`config.mk`:
```
export PLATFORM = sky130hd
export DESIGN_NAME = csd_decode
export DESIGN_NICKNAME = d
export VERILOG_FILES = /design/src/shared/csd_pkg.sv /design/src/shared/csd_match_if.sv /design/src/csd_decode.sv /design/src/csd_range_cmp.sv
export VERILOG_INCLUDE_DIRS = /design/src /design/src/shared
export SDC_FILE = /design/constraint.sdc
export NUM_CORES = 1
export LEC_CHECK = 0
export BUFFER_PORTS_ARGS = -buffer_cell sky130_fd_sc_hd__buf_2
export CORE_MARGIN = 3
export CORE_UTILIZATION = 63
export DETAILED_ROUTE_END_ITERATION = 16
export GPL_TIMING_DRIVEN = 0
export MAX_ROUTING_LAYER = met4
export PLACE_DENSITY = 0.86
export REMOVE_ABC_BUFFERS = 1
export SLEW_MARGIN = 20
export SYNTH_ARGS = -nofsm -noshare
export SYNTH_HDL_FRONTEND = slang
export SYNTH_SLANG_ARGS = --single-unit
```
`constraint.sdc`:
```
create_clock -name MCLK_I -period 16.6 [get_ports MCLK_I]
set_clock_uncertainty 0.05 [all_clocks]
set_input_delay 1.66 -clock MCLK_I [delete_from_list [all_inputs] [get_ports MCLK_I]]
set_output_delay 1.66 -clock MCLK_I [all_outputs]
set_load 0.02 [all_outputs]
```
`src/shared/csd_defines.svh`:
```
// Constants for the chip-select decoder
`ifndef CSD_DEFINES_SVH
`define CSD_DEFINES_SVH
`define CSD_ADDR_W 20
`define CSD_UPPER_RST_LO 20'hFFC00
`define CSD_UPPER_RST_HI 20'hFFFFF
`define CSD_UPPER_RST_MEM 1'h1
`define CSD_UPPER_RST_IO 1'h0
`define CSD_LOWER_RST_EN 1'h0
`define CSD_GEN_RST_EN 8'h00
`define CSD_PORT1_RST 8'hFF
`define CSD_NUM_GEN 8
`endif

```
`src/shared/csd_pkg.sv`:
```
// Types for the chip-select decoder
package csd_pkg;
  typedef enum logic [2:0] {
    CSD_IDLE = 3'h1,
    CSD_ACTIVE = 3'h2,
    CSD_DONE = 3'h4
  } csd_state_e;

  typedef struct packed {
    logic [19:0] lo;
    logic [19:0] hi;
    logic mem_en;
    logic io_en;
    logic no_ready;
  } csd_range_s;
endpackage

```
`src/shared/csd_match_if.sv`:
```
// Address and cycle type carried to the range comparator
`timescale 1ns/1ps
interface csd_match_if;
  logic [19:0] addr;
  logic is_io;
  logic active;
  modport src (output addr, output is_io, output active);
  modport dst (input addr, input is_io, input active);
endinterface

```
`src/csd_decode.sv`:
```
// Chip-select decoder top
// Contract
// - Upper select asserts for bus cycles inside its programmed range, except cycles ended without waiting for ready.
// - After reset upper select covers memory FFC00 to FFFFF without programming.
// - Lower select asserts for bus cycles inside its programmed range, except cycles ended without waiting for ready.
// - Lower select stays inactive after reset until programmed.
// - Each enabled general select asserts for cycles inside its limits, except cycles ended without waiting for ready.
// - A general pin not used as select drives its port1 output bit.
// - Bus cycles end on ready unless the matching select ignores ready.
`timescale 1ns/1ps
`include "csd_defines.svh"
module csd_decode (
  input wire logic MCLK_I,
  input wire logic RST_I,
  input wire logic CYC_START_I,
  input wire logic CYC_IO_I,
  input wire logic [19:0] CYC_ADDR_I,
  input wire logic READY_I,
  input wire logic CFG_WE_I,
  input wire logic [3:0] CFG_SEL_I,
  input wire logic [19:0] CFG_LO_I,
  input wire logic [19:0] CFG_HI_I,
  input wire logic CFG_MEM_I,
  input wire logic CFG_IO_I,
  input wire logic CFG_NORDY_I,
  input wire logic CFG_EN_I,
  input wire logic [7:0] PORT1_DATA_I,
  output logic UPPER_SELECT_N_O,
  output logic LOWER_SELECT_N_O,
  output logic [7:0] GENERAL_SELECT_N_O,
  output logic CYC_END_O
);
  // ***************************
  // State
  // ***************************
  typedef struct packed {
    csd_pkg::csd_state_e st;
    logic [19:0] addr;
    logic is_io;
    logic rdy_s1;
    logic rdy_s2;
    csd_pkg::csd_range_s up;
    csd_pkg::csd_range_s low;
    logic low_en;
    csd_pkg::csd_range_s [`CSD_NUM_GEN-1:0] gen;
    logic [7:0] gen_en;
    logic up_n;
    logic low_n;
    logic [7:0] gen_n;
    logic cyc_end;
  } csd_state_s;

  csd_state_s state_r;
  csd_state_s state_nxt;
  csd_match_if mbus ();
  logic up_hit;
  logic low_hit;
  logic [7:0] gen_hit;

  // ***************************
  // Comparator bus
  // ***************************
  assign mbus.addr = state_r.addr;
  assign mbus.is_io = state_r.is_io;
  assign mbus.active = (state_r.st == csd_pkg::CSD_ACTIVE);

  // ***************************
  // Range comparators
  // ***************************
  csd_range_cmp u_up (
    .bus(mbus),
    .range_i(state_r.up),
    .enable_i(1'h1),
    .hit_o(up_hit)
  );
  csd_range_cmp u_low (
    .bus(mbus),
    .range_i(state_r.low),
    .enable_i(state_r.low_en),
    .hit_o(low_hit)
  );
  genvar gi;
  generate
    for (gi = 0; gi < `CSD_NUM_GEN; gi++) begin : g_gen
      csd_range_cmp u_gen (
        .bus(mbus),
        .range_i(state_r.gen[gi]),
        .enable_i(state_r.gen_en[gi]),
        .hit_o(gen_hit[gi])
      );
    end
  endgenerate

  // ***************************
  // Next state
  // ***************************
  always_comb begin
    logic ignore_rdy;
    logic [2:0] gen_idx;
    ignore_rdy = 1'h0;
    gen_idx = CFG_SEL_I[2:0] - 3'h2;
    state_nxt = state_r;
    state_nxt.rdy_s1 = READY_I;
    state_nxt.rdy_s2 = state_r.rdy_s1;
    state_nxt.cyc_end = 1'h0;

    // ***************************
    // Configuration writes
    // ***************************
    if (CFG_WE_I) begin
      case (CFG_SEL_I)
        4'h0: begin
          state_nxt.up.lo = CFG_LO_I;
          state_nxt.up.hi = CFG_HI_I;
          state_nxt.up.mem_en = CFG_MEM_I;
          state_nxt.up.io_en = CFG_IO_I;
          state_nxt.up.no_ready = CFG_NORDY_I;
        end
        4'h1: begin
          state_nxt.low.lo = CFG_LO_I;
          state_nxt.low.hi = CFG_HI_I;
          state_nxt.low.mem_en = CFG_MEM_I;
          state_nxt.low.io_en = CFG_IO_I;
          state_nxt.low.no_ready = CFG_NORDY_I;
          state_nxt.low_en = CFG_EN_I;
        end
        default: begin
          if (CFG_SEL_I >= 4'h2 && CFG_SEL_I <= 4'h9) begin
            state_nxt.gen[gen_idx].lo = CFG_LO_I;
            state_nxt.gen[gen_idx].hi = CFG_HI_I;
            state_nxt.gen[gen_idx].mem_en = CFG_MEM_I;
            state_nxt.gen[gen_idx].io_en = CFG_IO_I;
            state_nxt.gen[gen_idx].no_ready = CFG_NORDY_I;
            state_nxt.gen_en[gen_idx] = CFG_EN_I;
          end
        end
      endcase
    end

    // ***************************
    // Cycle sequencing
    // ***************************
    case (state_r.st)
      csd_pkg::CSD_IDLE: begin
        if (CYC_START_I) begin
          state_nxt.addr = CYC_ADDR_I;
          state_nxt.is_io = CYC_IO_I;
          state_nxt.st = csd_pkg::CSD_ACTIVE;
        end
      end
      csd_pkg::CSD_ACTIVE: begin
        if (up_hit && state_r.up.no_ready) begin
          ignore_rdy = 1'h1;
        end
        if (low_hit && state_r.low.no_ready) begin
          ignore_rdy = 1'h1;
        end
        for (int i = 0; i < `CSD_NUM_GEN; i++) begin
          if (gen_hit[i] && state_r.gen[i].no_ready) begin
            ignore_rdy = 1'h1;
          end
        end
        if (ignore_rdy || state_r.rdy_s2) begin
          state_nxt.st = csd_pkg::CSD_DONE;
          state_nxt.cyc_end = 1'h1;
        end
      end
      csd_pkg::CSD_DONE: begin
        state_nxt.st = csd_pkg::CSD_IDLE;
      end
      default: begin
        state_nxt.st = csd_pkg::CSD_IDLE;
      end
    endcase

    // ***************************
    // Select outputs
    // ***************************
    state_nxt.up_n = 1'h1;
    state_nxt.low_n = 1'h1;
    if (state_nxt.st == csd_pkg::CSD_ACTIVE && state_r.st == csd_pkg::CSD_ACTIVE) begin
      state_nxt.up_n = ~up_hit;
      state_nxt.low_n = ~low_hit;
    end
    for (int i = 0; i < `CSD_NUM_GEN; i++) begin
      if (!state_r.gen_en[i]) begin
        state_nxt.gen_n[i] = PORT1_DATA_I[i];
      end else if (state_nxt.st == csd_pkg::CSD_ACTIVE && state_r.st == csd_pkg::CSD_ACTIVE) begin
        state_nxt.gen_n[i] = ~gen_hit[i];
      end else begin
        state_nxt.gen_n[i] = 1'h1;
      end
    end
  end

  // ***************************
  // Registers
  // ***************************
  always_ff @(posedge MCLK_I or posedge RST_I) begin
    if (RST_I) begin
      state_r <= '0;
      state_r.st <= csd_pkg::CSD_IDLE;
      state_r.up.lo <= `CSD_UPPER_RST_LO;
      state_r.up.hi <= `CSD_UPPER_RST_HI;
      state_r.up.mem_en <= `CSD_UPPER_RST_MEM;
      state_r.up.io_en <= `CSD_UPPER_RST_IO;
      state_r.up.no_ready <= 1'h0;
      state_r.low_en <= `CSD_LOWER_RST_EN;
      state_r.gen_en <= `CSD_GEN_RST_EN;
      state_r.up_n <= 1'h1;
      state_r.low_n <= 1'h1;
      state_r.gen_n <= `CSD_PORT1_RST;
    end else begin
      state_r <= state_nxt;
    end
  end

  // ***************************
  // Output drive
  // ***************************
  assign UPPER_SELECT_N_O = state_r.up_n;
  assign LOWER_SELECT_N_O = state_r.low_n;
  assign GENERAL_SELECT_N_O = state_r.gen_n;
  assign CYC_END_O = state_r.cyc_end;
endmodule

```
`src/csd_range_cmp.sv`:
```
// Combinational comparator of one address against one range
`timescale 1ns/1ps
module csd_range_cmp (
  csd_match_if.dst bus,
  input wire csd_pkg::csd_range_s range_i,
  input wire logic enable_i,
  output logic hit_o
);
  always_comb begin
    hit_o = enable_i && bus.active && (bus.addr >= range_i.lo) && (bus.addr <= range_i.hi) &&
            (bus.is_io ? range_i.io_en : range_i.mem_en);
  end
endmodule

```
[After elaboration in Yosys (flattened, before gate mapping)]
Index checks and enable logic that the tools add are counted.
Cells by class
  add/sub/neg operators: 1
  order comparisons: 24
  mux-type cells: 61
  bitwise logic cells: 11
  reduce and logical (&&, ||, !) cells: 59
  equality and inequality tests: 4
Operators by type and width (number)
  $bwmux 344: 5
  $demux 43 s3: 5
  $ge 20x20->1: 10
  $le 20x20->1: 10
  $logic_and 1x1->1: 52
  $mux 43: 1
  $mux 1: 41
  $mux 24: 1
  $mux 23: 1
  $not 1->1: 11
  $bwmux 8: 1
  $eq 3x2->1 const B: 2
  $mux 3: 2
  $pmux 3 s2: 1
  $reduce_and 2->1: 3
  $eq 4x1->1 const B: 1
  $ge 4x2->1 const B: 1
  $le 4x4->1 const B: 1
  $logic_not 4->1: 1
  $lt 3x4->1 const B: 1
  $mux 2: 2
  $demux 1 s3: 1
  $eq 3x1->1 const B: 1
  $ge 3x1->1 const B: 1
  other kinds (4): 4
Word-level totals
  bits of input ports: 82
  output and inout bits: 11
  register bits: 476
  word-level logic and storage cells: 221

[Depth between registers and ports, before layout]
  depth in word-level cells: 23
  depth in mapped cells: 11
  depth with buffers taken out: 10

[Cells and area by module]
From an unflattened synthesis, not the netlist that was laid out.
Unflattened totals
  cell total of the unflattened synthesis: 2486
  area, all modules: 28690.0 sq um
By module, submodules not included
  csd_decode: seq. area each 11964.0 sq um, cells each 1096, instances 1, area an instance 18142.4 sq um
  csd_range_cmp: seq. area each 0.0 sq um, cells each 139, instances 10, area an instance 1054.8 sq um

[Worst setup path after synthesis]
OpenSTA, ideal clock, no wires.
  path type: in2reg
  start: input port CFG_SEL_I[2]
  end: register state_r[15] in the netlist's numbering
  stages: 5
  data required time: 16425 ps
  setup time: 125 ps
  data arrival time: 3254 ps
  buffers on the path: 2
  path slack: 13171 ps
  cells stage by stage: clkbuf_1 nand2b_1 nor3_1 clkbuf_1 mux2_2
On the way
  word-level cells in the longest chain between the ends: 6
  elaborated cells on any way between the ends: 15
  classes of those cells: add/sub: 1; order compare: 4; eq/ne: 1; mux: 3; bitwise: 1; reduce/logical: 5
RTL lines
  start, declared: RTL line csd_decode.sv:20  | input wire logic [3:0] CFG_SEL_I,
  $sub 3x2->3: RTL line csd_decode.sv:101  | gen_idx = CFG_SEL_I[2:0] - 3'h2;
  $lt 3x4->1 (not written as such) or $ge 3x1->1 (tied branches): RTL line csd_decode.sv:134  | state_nxt.gen_en[gen_idx] = CFG_EN_I;
  $logic_and 1x1->1 (not written as such): RTL line csd_decode.sv:134
  $mux 1 (not written as such): RTL line csd_decode.sv:134
  $demux 1 s3: RTL line csd_decode.sv:134
  $bwmux 8: RTL line csd_decode.sv:134
  end signal, assigned: RTL line csd_decode.sv:214  | state_r <= state_nxt;
  end, declared: RTL line csd_decode.sv:53  | csd_state_s state_r;
Parallel ways exist; a longest one is shown, timed or not.
A chain may end at the register's enable or synchronous reset.

==> impl_metrics.tcl <==
set metrics [dict create \
    ir_drop_v 0.000132 \
    synth_top_area_share_pct 39.3 \
    worstMarginPinSlew_ns 1.16 \
    drive_gt1_share_pct 19.3 \
    drt-pass1-iter-count 6 \
    drt-wirelength-per-cell_um 21.9 \
    synth_area_leader_cell "dfrtp_1" \
    synth_compound_area_share_pct 11.0 \
    ys_seq_area_share_pct 43.3 \
    clock_sinks 476 \
    hold_slack_ns 0.298 \
    die_area_um2 46400 \
    grt_pass1_vias 22400 \
    cts_buffers 52 \
    dieHeight_um 215 \
    p_per_area_nw_per_um2 164 \
    fp.dieW_um 215 \
    gp_congestion 0.926 \
    cp.required_ns 17.06 \
    rsz0062_at_grt "false" \
    grt_antenna_before_repair 2 \
    clkTransAtPathRegs_ns 0.06 \
    synth_fa_ha_area_share_pct 18.1 \
    regToRegEndpoint "GENERAL_SELECT_N_O[3]$_DFF_PP1_" \
    avgSynthCellArea_um2 10.1 \
    fillers 2946 \
    synthMuxAreaShare_pct 11.3 \
    status "finished, final reports clean" \
    gr-total-overflow 0 \
    num_rows 76 \
    critPathBufInv 0 \
    criticalPathCategory "flop to flop" \
    cts-resized-gates 0 \
    num_io_pins 93 \
    place.port_buffers 92 \
    hold_path_startpoint "state_nxt[450]$_DFF_PP0_" \
    finalHoldViolations 0 \
    yosysMostFrequentCell "dfrtp_1" \
    report.final.slew_viol_count 0 \
    dp_cells 3315 \
    synthDistinctLibCells 69 \
    grt_usage_pct 33.6 \
    drt_wl_total_um 74800 \
    fin_cells 3415 \
    worstReg2RegStart "mbus.addr[6]$_DFFE_PP0P_" \
    critPathTopFamily "compound AO/OA/AOI/OAI gates" \
    p_leak_nw 14.9 \
    fmax_mhz 233 \
    clk_latency_ns 0.61 \
    post_cts_buffers 0 \
    vias 21200 \
    ys_ff_latch 476 \
    slowest_stage "dfrtp_1" \
    core_um2 43200 \
    root_buffer "clkbuf_16" \
    worstPathCellList "ha_1 > and4_1 > a221o_1 > a21oi_1 > o311ai_1 > a32o_1 > nor2_2 > a31oi_1" \
    fin_util_pct 70.9 \
    antenna_left 0 \
    worstPathMaxFanout 21 \
    synth-main-ff-cell "dfrtp_1" \
    syn_to_final_growth_pct 10.8 \
    grt_start_max_net_pins 103 \
    synth_top_family_by_area "adder cells" \
    synth_edf_count 0 \
    slew_headroom_pct 22.9 \
    fin_crit_ns 4.29 \
    htree_levels 2 \
    maxCapViolCount 0 \
    drc_errors 0 \
    setup_viol 0 \
    synth_area_leaders "dfrtp_1, ha_1, mux2_2" \
    worstHoldPathType "flop to flop" \
    slowest_delay_ns 1.08 \
    holdPathStages 0 \
    yosysWarnings 0 \
    synth_xor_area_share_pct 0 \
    detail_route.iter0.violations 1674 \
    worstPathArrival_ns 4.75 \
    regToRegSetupSlack_ns 12.31 \
    cp-end-kind "flop" \
    cts_tree "built" \
    grt_pass1_wl_um 119000 \
    synth_area_um2 27600 \
    design_area_um2 30600 \
    postPlaceCellArea_um2 28900 \
    hold_buffers 0 \
    hold_end "state_r[450]$_DFF_PP0_" \
    synthTopCellsByCount "dfrtp_1, inv_1, ha_1" \
    async_flop_share_pct 100 \
    fin_crit_sh_pct 25.8 \
    critPathLaunchType "flop" \
    postSynthCellCount 2726 \
    fin_nets 3266 \
    r2r_cells 8 \
    start_util_pct 64.0 \
    dp_hpwl_um 52200 \
    cts_buffer_depth 3 \
    synthSimpleGateAreaFrac_pct 8.99 \
    via_per_inst 6.20 \
    final.setup.tns_ns 0 \
]
==> worst max-delay path by stage <==
| stage | from | endpoint | depth (start not counted) |
|---|---|---|---|
| 2_1_floorplan | RST_I | CYC_END_O$_DFF_PP0_ | 1 |
| 3_3_place_gp | RST_I | mbus.is_io$_DFFE_PP0P_ | 2 |
| 6_report | mbus.addr[6]$_DFFE_PP0P_ | GENERAL_SELECT_N_O[3]$_DFF_PP1_ | 8 |
| 3_5_place_dp | mbus.addr[5]$_DFFE_PP0P_ | GENERAL_SELECT_N_O[3]$_DFF_PP1_ | 8 |
| 5_1_grt | mbus.addr[6]$_DFFE_PP0P_ | CYC_END_O$_DFF_PP0_ | 9 |
| 4_1_cts | mbus.addr[5]$_DFFE_PP0P_ | GENERAL_SELECT_N_O[3]$_DFF_PP1_ | 8 |
==> per-layer routing <==
metal | global-route usage (%) | vias up | wire, µm
met3 | 4.20 | 272 | 5120
met1 | 40.9 | 10500 | 29200
li1 | - | 9531 | -
met4 | 20.2 | 0 | 5040
met5 | - | - | 0
met2 | 54.2 | 864 | 35500
==> flip-flops by register name, indices dropped and copies added, names as in the netlist <==
signal and count:
state_r 443, LOWER_SELECT_N_O 1, UPPER_SELECT_N_O 1, GENERAL_SELECT_N_O 8, mbus.addr 20, state_nxt 1
mbus.is_io 1, CYC_END_O 1
==> cell usage in the layout, fill, tap and decap left out, drive strengths merged, types with 22 or more instances in the layout <==
cell type	synthesis	routed
a21o	39	39
a21oi	145	145
and4	22	22
buf	24	127
clkbuf	99	90
dfrtp	434	434
dfstp	42	42
ha	400	400
inv	401	403
mux2	275	275
nand2	269	269
nand3	53	53
nand4	54	54
nor2	57	57
o21ai	244	244
==> metrics by stage <==
stage	total power [mW]	setup WS (ns)
floorplan	3.05	1.68
global route	5.37	12.16
global placement	3.58	-3.09
CTS	5.00	12.31
finish	5.02	12.31
detailed placement	3.78	12.39
==> logic make-up (layout without fill, tap and decap cells) <==
group,count (synthesis),in the layout
AND/OR/NAND/NOR,524,524
adder cells (fa/ha/maj),400,400
multiplexers,278,278
buffers and inverters,524,626
AO/OA/AOI/OAI,524,524
other,0,2
flip-flops,476,476
==> power breakdown <==
group	switching, mW	internal [mW]
combinational	1.15	0.887
sequential	0.363	1.46
clock	0.476	0.696
==> layout make-up <==
cell class | count | area (µm²) | share of cell area (%)
Sequential cell | 476 | 12000 | 39.1
Antenna cell | 2 | 5.00 | 0.0163
Tap cell | 585 | 732 | 2.39
Timing Repair Buffer | 127 | 945 | 3.08
Clock inverter | 8 | 126 | 0.413
Inverter | 401 | 1510 | 4.94
Clock buffer | 90 | 1600 | 5.21
Multi-Input combinational cell | 1726 | 13700 | 44.9
Power figures use the tool's default switching activity.
